### src/logic/twm_defines.vh
`ifndef TWM_DEFINES_VH
`define TWM_DEFINES_VH

// Register byte offsets
`define TWM_OFF_CUR_CMD      8'h0c
`define TWM_OFF_NEXT_CMD     8'h10
`define TWM_OFF_RX_HOLDER    8'h14
`define TWM_OFF_TX_HOLDER    8'h18
`define TWM_OFF_STATUS       8'h1c
`define TWM_OFF_IRQ_SET      8'h20
`define TWM_OFF_IRQ_CLR      8'h24
`define TWM_OFF_IRQ_MASK     8'h28
`define TWM_OFF_STAT_CLR     8'h2c
`define TWM_OFF_CTRL         8'h44

// Status bit positions
`define TWM_SR_RX_READY_FLAG         0
`define TWM_SR_TX_READY_FLAG         1
`define TWM_SR_COMMAND_READY_FLAG          2
`define TWM_SR_COMMAND_COMPLETE_FLAG         3
`define TWM_SR_IDLE          4
`define TWM_SR_BUS_FREE_FLAG       5
`define TWM_SR_ADDRESS_NAK_FLAG          8
`define TWM_SR_DATA_NAK_FLAG          9
`define TWM_SR_ARBITRATION_LOST_FLAG        10
`define TWM_SR_SMBUS_TIMEOUT_FLAG          12
`define TWM_SR_CHECKSUM_ERROR_FLAG        13
`define TWM_SR_STOP          14
`define TWM_SR_MASTER_ENABLED_FLAG          16
`define TWM_SR_MCACK         17

// Reset values and writable bit sets
`define TWM_STATUS_RST       32'h0000_0002
`define TWM_MASK_RST         32'h0000_0000
`define TWM_MASK_BITS        32'h0002_773f
`define TWM_STICKY_BITS      32'h0002_7708
`define TWM_ZERO             32'h0000_0000

// Control register fields and command slot valid bit
`define TWM_CTRL_EN          0
`define TWM_CTRL_STOP        1
`define TWM_CMD_VALID        15

`endif

### src/logic/twm_status_regs.v
// Notes on behaviour
// RULE_01: Receive field holds bus byte while ready
// RULE_02: Transmit holder write supplies byte to send
// RULE_03: Transmit-ready bit 1; status resets to 2
// RULE_04: Transmit-ready drops when full or stopped
// RULE_05: Receive-ready bit 0 while byte waits
// RULE_06: Command-ready bit 2 while a slot free
// RULE_07: Command-complete bit 3 on success only
// RULE_08: Idle bit 4 when no command pending
// RULE_09: Bus-free bit 5 after bus activity ends
// RULE_10: Address NAK sets bit 8
// RULE_11: Data NAK sets bit 9
// RULE_12: Arbitration loss sets bit 10
// RULE_13: Bus timeout sets bit 12
// RULE_14: Checksum mismatch sets bit 13
// RULE_15: Accepted stop request sets bit 14
// RULE_16: Bit 16 shows master enable
// RULE_17: Master-code acknowledge sets bit 17
// RULE_18: Enable-set write ones set mask bits
// RULE_19: Enable-clear write ones clear mask bits
// RULE_20: Mask bits gate sources; reset zero
// RULE_21: Clear register ones clear sticky flags
// RULE_22: Interrupt when any flag and mask set
// RULE_23: Next slot promoted when current invalid
`timescale 1ns/1ps
module twm_status_regs (
  input  wire        i_sys_clk,
  input  wire        i_rst_n,
  input  wire        i_clk_en,
  // Avalon-MM slave
  input  wire [7:0]  i_avs_address,
  input  wire        i_avs_read,
  input  wire        i_avs_write,
  input  wire [31:0] i_avs_writedata,
  input  wire [3:0]  i_avs_byteenable,
  output reg  [31:0] o_avs_readdata,
  output reg         o_avs_waitrequest,
  // Two-wire lines and intended data level
  input  wire        i_scl,
  input  wire        i_sda,
  input  wire        i_sda_want_high,
  // Protocol engine events, one-cycle pulses
  input  wire        i_rx_strobe,
  input  wire [7:0]  i_rx_byte,
  input  wire        i_tx_take,
  input  wire        i_evt_cmd_ok,
  input  wire        i_evt_addr_nak,
  input  wire        i_evt_data_nak,
  input  wire        i_evt_timeout,
  input  wire        i_evt_pec_err,
  input  wire        i_evt_stop_ok,
  input  wire        i_evt_mcode_ack,
  // Towards the protocol engine and system
  output reg  [7:0]  o_tx_byte,
  output reg         o_tx_full,
  output wire [31:0] o_cur_cmd,
  output reg         o_master_en,
  output reg         o_stop_req,
  output reg         o_irq
);
`include "twm_defines.vh"

  // Byte-enable expansion to a bit mask
  function [31:0] be_mask;
    input [3:0] be;
    begin
      be_mask = {{8{be[3]}}, {8{be[2]}}, {8{be[1]}}, {8{be[0]}}};
    end
  endfunction

  // Merge enabled byte lanes of new data into an old word
  function [31:0] lane_merge;
    input [31:0] old_w;
    input [31:0] new_w;
    input [3:0]  be;
    begin
      lane_merge = (old_w & ~be_mask(be)) | (new_w & be_mask(be));
    end
  endfunction

  reg  [31:0] irq_mask_r;
  reg  [31:0] sticky_r;
  reg  [31:0] sticky_nxt;
  reg  [7:0]  rx_byte_r;
  reg         rx_full_r;
  reg         stopped_r;
  reg  [31:0] rd_val;
  reg  [31:0] status_w;
  wire [31:0] next_cmd;
  wire        bus_free;
  wire        arb_lost;

  // Bus handshake: one wait cycle, then access on the low-wait edge
  wire        req     = i_avs_read | i_avs_write;
  wire        acc     = req & ~o_avs_waitrequest;
  wire        wr_acc  = acc & i_avs_write;
  wire        rd_acc  = acc & i_avs_read;
  wire [31:0] wd_m    = i_avs_writedata & be_mask(i_avs_byteenable);

  // Write strobes per register and the receive-holder read strobe
  wire cur_wr   = wr_acc & (i_avs_address == `TWM_OFF_CUR_CMD);
  wire next_wr  = wr_acc & (i_avs_address == `TWM_OFF_NEXT_CMD);
  wire tx_wr    = wr_acc & (i_avs_address == `TWM_OFF_TX_HOLDER) & i_avs_byteenable[0];
  wire iset_wr  = wr_acc & (i_avs_address == `TWM_OFF_IRQ_SET);
  wire iclr_wr  = wr_acc & (i_avs_address == `TWM_OFF_IRQ_CLR);
  wire sclr_wr  = wr_acc & (i_avs_address == `TWM_OFF_STAT_CLR);
  wire ctrl_wr  = wr_acc & (i_avs_address == `TWM_OFF_CTRL);
  wire rx_rd    = rd_acc & (i_avs_address == `TWM_OFF_RX_HOLDER);

  // Address NAK, data NAK, arbitration loss or timeout ends the command without success
  wire fail_ev  = i_evt_addr_nak | i_evt_data_nak | arb_lost | i_evt_timeout;
  wire finish   = i_evt_cmd_ok | fail_ev;

  wire cur_valid  = o_cur_cmd[`TWM_CMD_VALID];
  wire next_valid = next_cmd[`TWM_CMD_VALID];

  // Command slots with promotion of the waiting command
  twm_cmd_slots u_slots (
    .i_sys_clk    (i_sys_clk),
    .i_rst_n      (i_rst_n),
    .i_clk_en     (i_clk_en),
    .i_cur_wr     (cur_wr),
    .i_cur_wdata  (lane_merge(o_cur_cmd, i_avs_writedata, i_avs_byteenable)),
    .i_next_wr    (next_wr),
    .i_next_wdata (lane_merge(next_cmd, i_avs_writedata, i_avs_byteenable)),
    .i_cmd_finish (finish),                 // RULE_23
    .o_cur_cmd    (o_cur_cmd),
    .o_next_cmd   (next_cmd)
  );

  // Line watcher for bus state and arbitration
  twm_bus_monitor u_mon (
    .i_sys_clk       (i_sys_clk),
    .i_rst_n         (i_rst_n),
    .i_clk_en        (i_clk_en),
    .i_scl           (i_scl),
    .i_sda           (i_sda),
    .i_sda_want_high (i_sda_want_high),
    .o_bus_free      (bus_free),
    .o_arb_lost      (arb_lost)
  );

  // Sticky event flags; a set in the clearing cycle wins
  always @* begin
    sticky_nxt = sticky_r;
    if (sclr_wr) begin
      sticky_nxt = sticky_nxt & ~(wd_m & `TWM_STICKY_BITS);      // RULE_21
    end
    if (i_evt_cmd_ok && !fail_ev) begin
      sticky_nxt[`TWM_SR_COMMAND_COMPLETE_FLAG] = 1'b1;                          // RULE_07
    end
    if (i_evt_addr_nak) begin
      sticky_nxt[`TWM_SR_ADDRESS_NAK_FLAG] = 1'b1;                           // RULE_10
    end
    if (i_evt_data_nak) begin
      sticky_nxt[`TWM_SR_DATA_NAK_FLAG] = 1'b1;                           // RULE_11
    end
    if (arb_lost) begin
      sticky_nxt[`TWM_SR_ARBITRATION_LOST_FLAG] = 1'b1;                         // RULE_12
    end
    if (i_evt_timeout) begin
      sticky_nxt[`TWM_SR_SMBUS_TIMEOUT_FLAG] = 1'b1;                           // RULE_13
    end
    if (i_evt_pec_err) begin
      sticky_nxt[`TWM_SR_CHECKSUM_ERROR_FLAG] = 1'b1;                         // RULE_14
    end
    if (i_evt_stop_ok) begin
      sticky_nxt[`TWM_SR_STOP] = 1'b1;                           // RULE_15
    end
    if (i_evt_mcode_ack) begin
      sticky_nxt[`TWM_SR_MCACK] = 1'b1;                          // RULE_17
    end
  end

  // Live status word: sticky flags plus level flags
  always @* begin
    status_w                    = sticky_r;
    status_w[`TWM_SR_RX_READY_FLAG]     = rx_full_r;                      // RULE_05
    status_w[`TWM_SR_TX_READY_FLAG]     = ~o_tx_full & ~stopped_r;        // RULE_03 RULE_04
    status_w[`TWM_SR_COMMAND_READY_FLAG]      = o_master_en & ~(cur_valid & next_valid); // RULE_06
    status_w[`TWM_SR_IDLE]      = o_master_en & ~cur_valid & ~next_valid;  // RULE_08
    status_w[`TWM_SR_BUS_FREE_FLAG]   = bus_free;                       // RULE_09
    status_w[`TWM_SR_MASTER_ENABLED_FLAG]      = o_master_en;                    // RULE_16
  end

  // Read mux; unmapped and write-only offsets read zero
  always @* begin
    rd_val = `TWM_ZERO;
    if (i_avs_address == `TWM_OFF_CUR_CMD) begin
      rd_val = o_cur_cmd;
    end else if (i_avs_address == `TWM_OFF_NEXT_CMD) begin
      rd_val = next_cmd;
    end else if (i_avs_address == `TWM_OFF_RX_HOLDER) begin
      rd_val = {24'h00_0000, rx_byte_r};                          // RULE_01
    end else if (i_avs_address == `TWM_OFF_STATUS) begin
      rd_val = status_w;
    end else if (i_avs_address == `TWM_OFF_IRQ_MASK) begin
      rd_val = irq_mask_r;                                        // RULE_20
    end else if (i_avs_address == `TWM_OFF_CTRL) begin
      rd_val = {31'h0000_0000, o_master_en};
    end
  end

  // Bus slave handshake and read data capture
  always @(posedge i_sys_clk or negedge i_rst_n) begin
    if (!i_rst_n) begin
      o_avs_waitrequest <= 1'b1;
      o_avs_readdata    <= `TWM_ZERO;
    end else if (i_clk_en) begin
      if (req && o_avs_waitrequest) begin
        o_avs_waitrequest <= 1'b0;
        o_avs_readdata    <= rd_val;
      end else begin
        o_avs_waitrequest <= 1'b1;
      end
    end
  end

  // Mask, sticky flags and control
  always @(posedge i_sys_clk or negedge i_rst_n) begin
    if (!i_rst_n) begin
      irq_mask_r  <= `TWM_MASK_RST;
      sticky_r    <= `TWM_ZERO;
      o_master_en <= 1'b0;
      o_stop_req  <= 1'b0;
    end else if (i_clk_en) begin
      sticky_r <= sticky_nxt;
      if (iset_wr) begin
        irq_mask_r <= irq_mask_r | (wd_m & `TWM_MASK_BITS);       // RULE_18
      end else if (iclr_wr) begin
        irq_mask_r <= irq_mask_r & ~(wd_m & `TWM_MASK_BITS);      // RULE_19
      end
      if (ctrl_wr && i_avs_byteenable[0]) begin
        o_master_en <= i_avs_writedata[`TWM_CTRL_EN];
      end
      o_stop_req <= ctrl_wr & wd_m[`TWM_CTRL_STOP];
    end
  end

  // Receive holder: a new byte wins over a clearing read
  always @(posedge i_sys_clk or negedge i_rst_n) begin
    if (!i_rst_n) begin
      rx_byte_r <= 8'h00;
      rx_full_r <= 1'b0;
    end else if (i_clk_en) begin
      if (i_rx_strobe) begin
        rx_byte_r <= i_rx_byte;                                   // RULE_01
        rx_full_r <= 1'b1;                                        // RULE_05
      end else if (rx_rd) begin
        rx_full_r <= 1'b0;                                        // RULE_05
      end
    end
  end

  // Transmit holder: write fills, engine take empties
  always @(posedge i_sys_clk or negedge i_rst_n) begin
    if (!i_rst_n) begin
      o_tx_byte <= 8'h00;
      o_tx_full <= 1'b0;
      stopped_r <= 1'b0;
    end else if (i_clk_en) begin
      if (tx_wr) begin
        o_tx_byte <= i_avs_writedata[7:0];                        // RULE_02
        o_tx_full <= 1'b1;                                        // RULE_04
      end else if (i_tx_take) begin
        o_tx_full <= 1'b0;
      end
      if (i_evt_stop_ok) begin
        stopped_r <= 1'b1;                                        // RULE_04
      end else if (cur_wr || next_wr) begin
        stopped_r <= 1'b0;
      end
    end
  end

  // Interrupt line from flags gated by the mask
  always @(posedge i_sys_clk or negedge i_rst_n) begin
    if (!i_rst_n) begin
      o_irq <= 1'b0;
    end else if (i_clk_en) begin
      o_irq <= |(status_w & irq_mask_r);                          // RULE_20 RULE_22
    end
  end
endmodule // twm_status_regs

### src/logic/twm_cmd_slots.v
`timescale 1ns/1ps
module twm_cmd_slots (
  input  wire        i_sys_clk,
  input  wire        i_rst_n,
  input  wire        i_clk_en,
  input  wire        i_cur_wr,
  input  wire [31:0] i_cur_wdata,
  input  wire        i_next_wr,
  input  wire [31:0] i_next_wdata,
  input  wire        i_cmd_finish,
  output reg  [31:0] o_cur_cmd,
  output reg  [31:0] o_next_cmd
);
`include "twm_defines.vh"

  reg [31:0] cur_nxt;
  reg [31:0] next_nxt;

  // Slot update, finish, then promotion of the waiting command
  always @* begin
    cur_nxt  = o_cur_cmd;
    next_nxt = o_next_cmd;
    if (i_cur_wr) begin
      cur_nxt = i_cur_wdata;
    end
    if (i_next_wr) begin
      next_nxt = i_next_wdata;
    end
    if (i_cmd_finish) begin
      cur_nxt[`TWM_CMD_VALID] = 1'b0;
    end
    if (!cur_nxt[`TWM_CMD_VALID] && next_nxt[`TWM_CMD_VALID]) begin
      cur_nxt                  = next_nxt; // RULE_23
      next_nxt[`TWM_CMD_VALID] = 1'b0;     // RULE_23
    end
  end

  // Slot flops
  always @(posedge i_sys_clk or negedge i_rst_n) begin
    if (!i_rst_n) begin
      o_cur_cmd  <= `TWM_ZERO;
      o_next_cmd <= `TWM_ZERO;
    end else if (i_clk_en) begin
      o_cur_cmd  <= cur_nxt;
      o_next_cmd <= next_nxt;
    end
  end
endmodule // twm_cmd_slots

### src/logic/twm_bus_monitor.v
`timescale 1ns/1ps
module twm_bus_monitor (
  input  wire i_sys_clk,
  input  wire i_rst_n,
  input  wire i_clk_en,
  input  wire i_scl,
  input  wire i_sda,
  input  wire i_sda_want_high,
  output reg  o_bus_free,
  output reg  o_arb_lost
);

  reg scl_s1_r;
  reg scl_s2_r;
  reg scl_d_r;
  reg sda_s1_r;
  reg sda_s2_r;
  reg sda_d_r;

  // Start, stop and clock rise seen on synchronised lines only
  wire scl_hi   = scl_s2_r & scl_d_r;
  wire start_ev = scl_hi & sda_d_r & ~sda_s2_r;
  wire stop_ev  = scl_hi & ~sda_d_r & sda_s2_r;
  wire scl_rise = scl_s2_r & ~scl_d_r;

  // Two-stage synchronisers, then a delay stage for edges
  always @(posedge i_sys_clk or negedge i_rst_n) begin
    if (!i_rst_n) begin
      scl_s1_r <= 1'b1;
      scl_s2_r <= 1'b1;
      scl_d_r  <= 1'b1;
      sda_s1_r <= 1'b1;
      sda_s2_r <= 1'b1;
      sda_d_r  <= 1'b1;
    end else if (i_clk_en) begin
      scl_s1_r <= i_scl;
      scl_s2_r <= scl_s1_r;
      scl_d_r  <= scl_s2_r;
      sda_s1_r <= i_sda;
      sda_s2_r <= sda_s1_r;
      sda_d_r  <= sda_s2_r;
    end
  end

  // Bus state at start and stop, arbitration check at each clock rise
  always @(posedge i_sys_clk or negedge i_rst_n) begin
    if (!i_rst_n) begin
      o_bus_free <= 1'b0;
      o_arb_lost <= 1'b0;
    end else if (i_clk_en) begin
      if (start_ev) begin
        o_bus_free <= 1'b0;  // RULE_09
      end else if (stop_ev) begin
        o_bus_free <= 1'b1;  // RULE_09
      end
      o_arb_lost <= scl_rise & i_sda_want_high & ~sda_s2_r; // RULE_12
    end
  end
endmodule // twm_bus_monitor

### config.mk
export PLATFORM = sky130hd
export DESIGN_NAME = twm_status_regs
export DESIGN_NICKNAME = d
export VERILOG_FILES = /design/src/logic/twm_status_regs.v /design/src/logic/twm_cmd_slots.v /design/src/logic/twm_bus_monitor.v
export VERILOG_INCLUDE_DIRS = /design/src /design/src/logic
export SDC_FILE = /design/constraint.sdc
export NUM_CORES = 1
export LEC_CHECK = 0
export ABC_CLOCK_PERIOD_IN_PS = 2800
export BUFFER_PORTS_ARGS = -buffer_cell sky130_fd_sc_hd__buf_2
export CAP_MARGIN = 20
export CORE_MARGIN = 1.5
export CORE_UTILIZATION = 57
export DETAILED_ROUTE_END_ITERATION = 8
export GPL_ROUTABILITY_DRIVEN = 0
export GPL_TIMING_DRIVEN = 1
export HOLD_SLACK_MARGIN = 0.03
export PLACE_DENSITY = 0.79
export SLEW_MARGIN = 20
export SYNTH_ARGS = -nofsm -noshare
export SYNTH_HDL_FRONTEND = slang
export SYNTH_HIERARCHICAL = 1
export SYNTH_SLANG_ARGS = --single-unit
### constraint.sdc
create_clock -name i_sys_clk -period 2.8 [get_ports i_sys_clk]
set_clock_uncertainty 0.15 [all_clocks]
set_input_delay 0.42 -clock i_sys_clk [delete_from_list [all_inputs] [get_ports i_sys_clk]]
set_output_delay 0.42 -clock i_sys_clk [all_outputs]
set_load 0.02 [all_outputs]
=== After elaboration in Yosys (flattened, before gate mapping) ===
Cells that the tools add are included.

* Equal/unequal tests: 10
* Muxes and demuxes: 31
* Bitwise gates (word level): 52
* Reductions and logical operators: 41

{| class="wikitable"
|+ Operator list
! kind !! number
|-
| 32-bit 2-to-1 mux || 10
|-
| 32-bit bitwise AND || 6
|-
| 18-bit NOT with 32-bit output || 2
|-
| 32-bit bitwise OR || 2
|-
| 2-bit AND reduction || 19
|-
| 8-bit by 5-bit == test with 1-bit output (second input constant) || 4
|-
| 8-bit by 6-bit == test with 1-bit output (second input constant) || 4
|-
| 32-bit NOT || 1
|-
| 32-bit by 18-bit bitwise OR with 32-bit output || 1
|-
| 32-bit OR reduction || 1
|-
| 2-bit nonzero test || 14
|-
| 1-bit bitwise AND || 26
|-
| 1-bit 2-to-1 mux || 20
|-
| 18-bit 2-to-1 mux || 1
|-
| 1-bit NOT || 9
|-
| 8-bit by 4-bit == test with 1-bit output (second input constant) || 1
|-
| 8-bit by 7-bit == test with 1-bit output (second input constant) || 1
|-
| 1-bit bitwise OR || 5
|-
| 1-bit logical AND || 4
|-
| 1-bit logical NOT || 2
|-
| 1-bit logical OR || 1
|}

* Flip-flop bits (word level): 191
* Input port bits: 69
* Output and inout port bits: 77
* Word-level logic and storage cells: 165

=== Longest topological paths before layout ===
* Depth in word-level cells: 10
* Depth in mapped cells: 10
* Depth with buffers taken out: 6

=== Hierarchy ===
The synthesis kept the hierarchy.

{| class="wikitable"
|+ Modules (own cells, without submodules)
! module !! instances !! cells each !! area each (µm²) !! seq. area each (µm²)
|-
| twm_status_regs || 1 || 551 || 4,633.2 || 1,903.1
|-
| twm_cmd_slots || 1 || 277 || 3,454.6 || 1,601.5
|-
| twm_bus_monitor || 1 || 23 || 335.3 || 207.7
|}

=== Least setup slack after synthesis ===
No wires, ideal clock.

* Path type: input-to-reg
* Start: in i_avs_address[2]
* End: reg u_slots.o_cur_cmd[11]
* Setup time: 134 ps
* Data arrival time: 2,420 ps
* Data required time: 2,516 ps
* Setup slack: 96 ps
* Cell stages on the path: 10
* Path buffers: 6
* Cell sequence: clkbuf_1 > clkbuf_1 > clkbuf_1 > nor4_1 > buf_2 > mux2_4 > buf_6 > buf_6 > a311oi_2 > a211oi_2

* Elaborated cells between the ends (all ways): 12
* Those cells by class: eq/ne: 2; mux: 4; bitwise: 2; reduce/logical: 4

{| class="wikitable"
|+ RTL lines
! element !! RTL line !! source
|-
| start: declaration || twm_status_regs.v:31 || <nowiki>input wire [7:0] i_avs_address,</nowiki>
|-
| 8-bit by 5-bit == test with 1-bit output (no line) * || n/a ||
|-
| 1-bit bitwise AND * || twm_status_regs.v:102 || <nowiki>wire next_wr = wr_acc & (i_avs_address == `TWM_OFF_NEXT_CMD);</nowiki>
|-
| named net next_wr || twm_status_regs.v:102 ||
|-
| 32-bit 2-to-1 mux * || twm_cmd_slots.v:26 || <nowiki>if (i_next_wr) begin</nowiki>
|-
| 1-bit logical AND || twm_cmd_slots.v:32 || <nowiki>if (!cur_nxt[`TWM_CMD_VALID] && next_nxt[`TWM_CMD_VALID]) begin</nowiki>
|-
| 2-bit nonzero test (no line) || n/a ||
|-
| 2-bit AND reduction (no line) || n/a ||
|-
| end signal: assignment || twm_cmd_slots.v:41 || <nowiki>o_cur_cmd <= `TWM_ZERO;</nowiki>
|-
| end signal: assignment || twm_cmd_slots.v:44 || <nowiki>o_cur_cmd <= cur_nxt;</nowiki>
|-
| end: declaration || twm_cmd_slots.v:11 || <nowiki>output reg [31:0] o_cur_cmd,</nowiki>
|}

The timed path passes the listed nets; every way through them passes the cells marked *. The select of a mux whose other input is x is not followed.
A chain may end at the register's enable or synchronous reset.

=== Worst setup path after layout ===
* Start: reg o_avs_waitrequest
* End: reg u_slots.o_cur_cmd[3]

* Elaborated cells between the ends (all ways): 13
* Those cells by class: mux: 4; bitwise: 5; reduce/logical: 4

{| class="wikitable"
|+ RTL lines
! element !! RTL line !! source
|-
| start: declaration || twm_status_regs.v:37 || <nowiki>output reg o_avs_waitrequest,</nowiki>
|-
| start signal: assignment || twm_status_regs.v:207 || <nowiki>o_avs_waitrequest <= 1'b1;</nowiki>
|-
| start signal: assignment || twm_status_regs.v:211 || <nowiki>o_avs_waitrequest <= 1'b0;</nowiki>
|-
| start signal: assignment || twm_status_regs.v:214 || <nowiki>o_avs_waitrequest <= 1'b1;</nowiki>
|-
| 1-bit NOT * || twm_status_regs.v:95 || <nowiki>wire acc = req & ~o_avs_waitrequest;</nowiki>
|-
| 1-bit bitwise AND * || twm_status_regs.v:95 ||
|-
| 1-bit bitwise AND * || twm_status_regs.v:96 || <nowiki>wire wr_acc = acc & i_avs_write;</nowiki>
|-
| 1-bit bitwise AND * || twm_status_regs.v:102 ||
|-
| named net next_wr || twm_status_regs.v:102 ||
|-
| 32-bit 2-to-1 mux * || twm_cmd_slots.v:26 ||
|-
| 1-bit logical AND || twm_cmd_slots.v:32 ||
|-
| 2-bit nonzero test (no line) || n/a ||
|-
| 2-bit AND reduction (no line) || n/a ||
|}

Marks and branches as above.

==> results.py <==
metrics = {
    "outcome": {
        "status": "complete, no violations",
    },
    "layout": {
        "fill_cells": 1096,
        "final_area_um2": 10100,
        "area_growth_syn_to_layout_pct": 20.1,
        "diodes": 0,
        "nets": 1055,
        "drive_gt1_frac": 0.311,
    },
    "synthesis": {
        "synth_area_leaders": "dfrtp_1 (42%), mux2_2 (4.7%), mux2i_1 (4.2%)",
        "synth-async-reset-ratio": 1.00,
        "synth_top_area_share": 0.419,
        "syn_inst": 851,
        "synthMuxAreaShare": 0.122,
        "synth_compound_area_frac": 0.236,
        "synth_commonest_cells": "dfrtp_1 (141), inv_1 (77), nor2_1 (75), o21ai_0 (65), nand2_1 (50)",
        "ys_types": 64,
        "synth_area_um2": 8420,
        "synthSimpleGateAreaFrac": 0.125,
        "synth-seq-cells": 148,
        "synth_nets": 920,
        "avgSynthCellArea_um2": 9.90,
        "ys_seq_area_frac": 0.441,
        "yosys.area.top_type": "dfrtp_1",
        "yosysMostFrequentCell": "dfrtp_1",
        "synth_xor_area_frac": 0,
        "synth_fa_ha_area_frac": 0,
        "synthFlopType": "dfrtp_1",
        "synth_edf_count": 0,
        "ys.warnings.count": 6,
        "synth_top_family_by_area": "compound AO/OA/AOI/OAI gates",
    },
    "global_routing": {
        "grt_max_degree": 78,
        "busiest_layer": "met2",
        "grt_overflow": 0,
        "antenna_found_initial": 0,
        "first_global_vias": 7255,
        "grt_util_all_layers": 0.308,
        "grt_pass1_wl_mm": 37.9,
        "met1_usage": 0.403,
        "use_met2": 0.503,
        "met3_usage": 0.0636,
    },
    "worst_setup_path": {
        "path_cells": "nand2b_1, nor4_2, buf_4, mux2_4, o211a_2, buf_12, a211oi_1",
        "crit_fanout": 25,
        "slowest_stage": "dfstp_2",
        "arrival_ns": 2.53,
        "start_kind": "flip-flop",
        "cp-end-kind": "flip-flop",
        "critPathMaxStageDelay_ns": 0.39,
        "cp.required_ns": 2.98,
        "crit_type": "reg -> reg",
    },
    "floorplan": {
        "row_count": 44,
        "start_util": 0.582,
        "fp.dieH_um": 125,
        "design.core.area_um2": 14500,
        "die_w_um": 125,
        "io_pins": 146,
        "die-area_um2": 15500,
    },
    "routing": {
        "drtAntennaViolNets": 0,
        "drc": 0,
        "drtPass1Iterations": 5,
        "wl_per_cell_um": 20.1,
        "wirelength_mm": 23.8,
        "vias": 7376,
        "viasPerCell": 6.23,
        "drtIter0Drc": 660,
    },
    "clock_tree": {
        "htreeDepth": 4,
        "cts_buffers": 17,
        "clock_sinks": 148,
        "clk_latency_ns": 0.43,
        "cts_root_buf": "clkbuf_16",
        "cts_hold_buffers": 1,
        "cts_tree": "built",
        "clkSlewWorstSetupHoldPaths_ns": 0.06,
        "cts_setup_buffers": 0,
        "cts_max_path_buffers": 2,
        "cts_resized": 0,
    },
    "timing": {
        "whs_ns": 0.0713,
        "rsz0062_at_grt": "no",
        "hold_viol": 0,
        "period_share": 0.839,
        "fmax_ghz": 0.425,
        "setup_viol": 0,
        "min_period_ns": 2.35,
        "setup_ws_ns": 0.450,
        "finalSetupTns_ns": 0,
        "slew_violations": 0,
        "slew_headroom": 0.557,
        "max_slew.worst_pin.slew_ns": 0.665,
    },
    "run": {
        "cap_violations": 0,
    },
    "placed_design": {
        "hpwlAfterDp_mm": 16.0,
        "dpl_cell_area_um2": 9500,
        "port_buffers": 145,
        "place_ws_ns": 0.0739,
    },
    "pwr": {
        "leakagePower_uw": 0.00452,
        "irDropWorstVdd_mv": 0.395,
        "total_power_uw": 5670,
        "power_density_nw_per_um2": 561,
    },
    "worst_hold_path": {
        "hold_class": "in -> reg",
    },
}
per-stage QoR:
| stage | util | std cells |
|---|---|---|
| floorplan | - | 851 |
| CTS | 0.698 | 1183 |
| detailed placement | 0.656 | 1150 |
| global placement | 0.656 | 1150 |
| global route | 0.698 | 1183 |
| finish | 0.698 | 1183 |
cell families after synthesis:
kind of cell,after synthesis
AOI/OAI and AO/OA,253
and+or+nand+nor,206
buffers and inverters,150
DFF,148
muxes,94
layout make-up:
cell class	instances	area [µm²]	area share
multi-input combinational	553	4080	0.404
sequential	148	3710	0.367
timing repair buffer	189	1190	0.118
clock buffer	23	478	0.0473
inverter	77	289	0.0286
tap	184	230	0.0228
clock inverter	9	128	0.0126
power by group:
| part | total, µW | switching (µW) | internal [µW] |
|---|---|---|---|
| clock network | 2360 | 893 | 1470 |
| logic | 847 | 532 | 315 |
| registers | 2460 | 140 | 2320 |
| total | 5670 | 1560 | 4110 |
final timing paths:
| check | startpoint | to | slack [ns] | depth (start not counted) |
|---|---|---|---|---|
| worst max-delay path | o_avs_waitrequest | u_slots/o_cur_cmd[3] | 0.45 | 7 |
| worst min-delay path | i_evt_pec_err | sticky_r[13] | 0.07 | 2 |
| worst max register to register | o_avs_waitrequest | u_slots/o_cur_cmd[3] | 0.45 | 7 |
| worst min register to register | o_tx_byte[3] | o_tx_byte[3] | 0.34 | 1 |
| max in group asynchronous | i_rst_n | u_mon/sda_d_r | 1.35 | 3 |
| min in group asynchronous | i_rst_n | o_avs_readdata[19] | 0.42 | 2 |
worst max-delay path: cells and delay by family, from the launching register on:
kind	cells	cell delay, ns
AOI/OAI and AO/OA	2	0.44
buffers and inverters	2	0.36
DFF	1	0.39
muxes	1	0.35
and+or+nand+nor	2	0.54
per-layer routing:
layer,vias up,wire length (µm),share of wire
li1,3387,-,-
met1,3631,9950,0.42
met2,312,11700,0.49
met3,46,1530,0.064
met4,0,661,0.028
met5,-,0,0
flip-flops by register name, summed over array words and instances, names as in the netlist, 8 cells and up, named ones only:
name / count
u_slots/o_cur_cmd: 32
o_tx_byte: 8
rx_byte_r: 8
u_slots/o_next_cmd: 32
sticky_r: 8
o_avs_readdata: 32
cell usage in the layout (no fill, tap or decap), types with 17 or more instances in the layout:
cell type and n:
o21ai_0 65, dfrtp_1 141, buf_4 34, buf_2 143, a221oi_1 25, mux2_2 35, mux2i_1 35, a211oi_1 39
nand2_1 50, clkbuf_16 17, mux2_1 21, inv_1 77, a21oi_1 18, nor2_1 75
No activity file was read; power rests on OpenSTA's default activity.
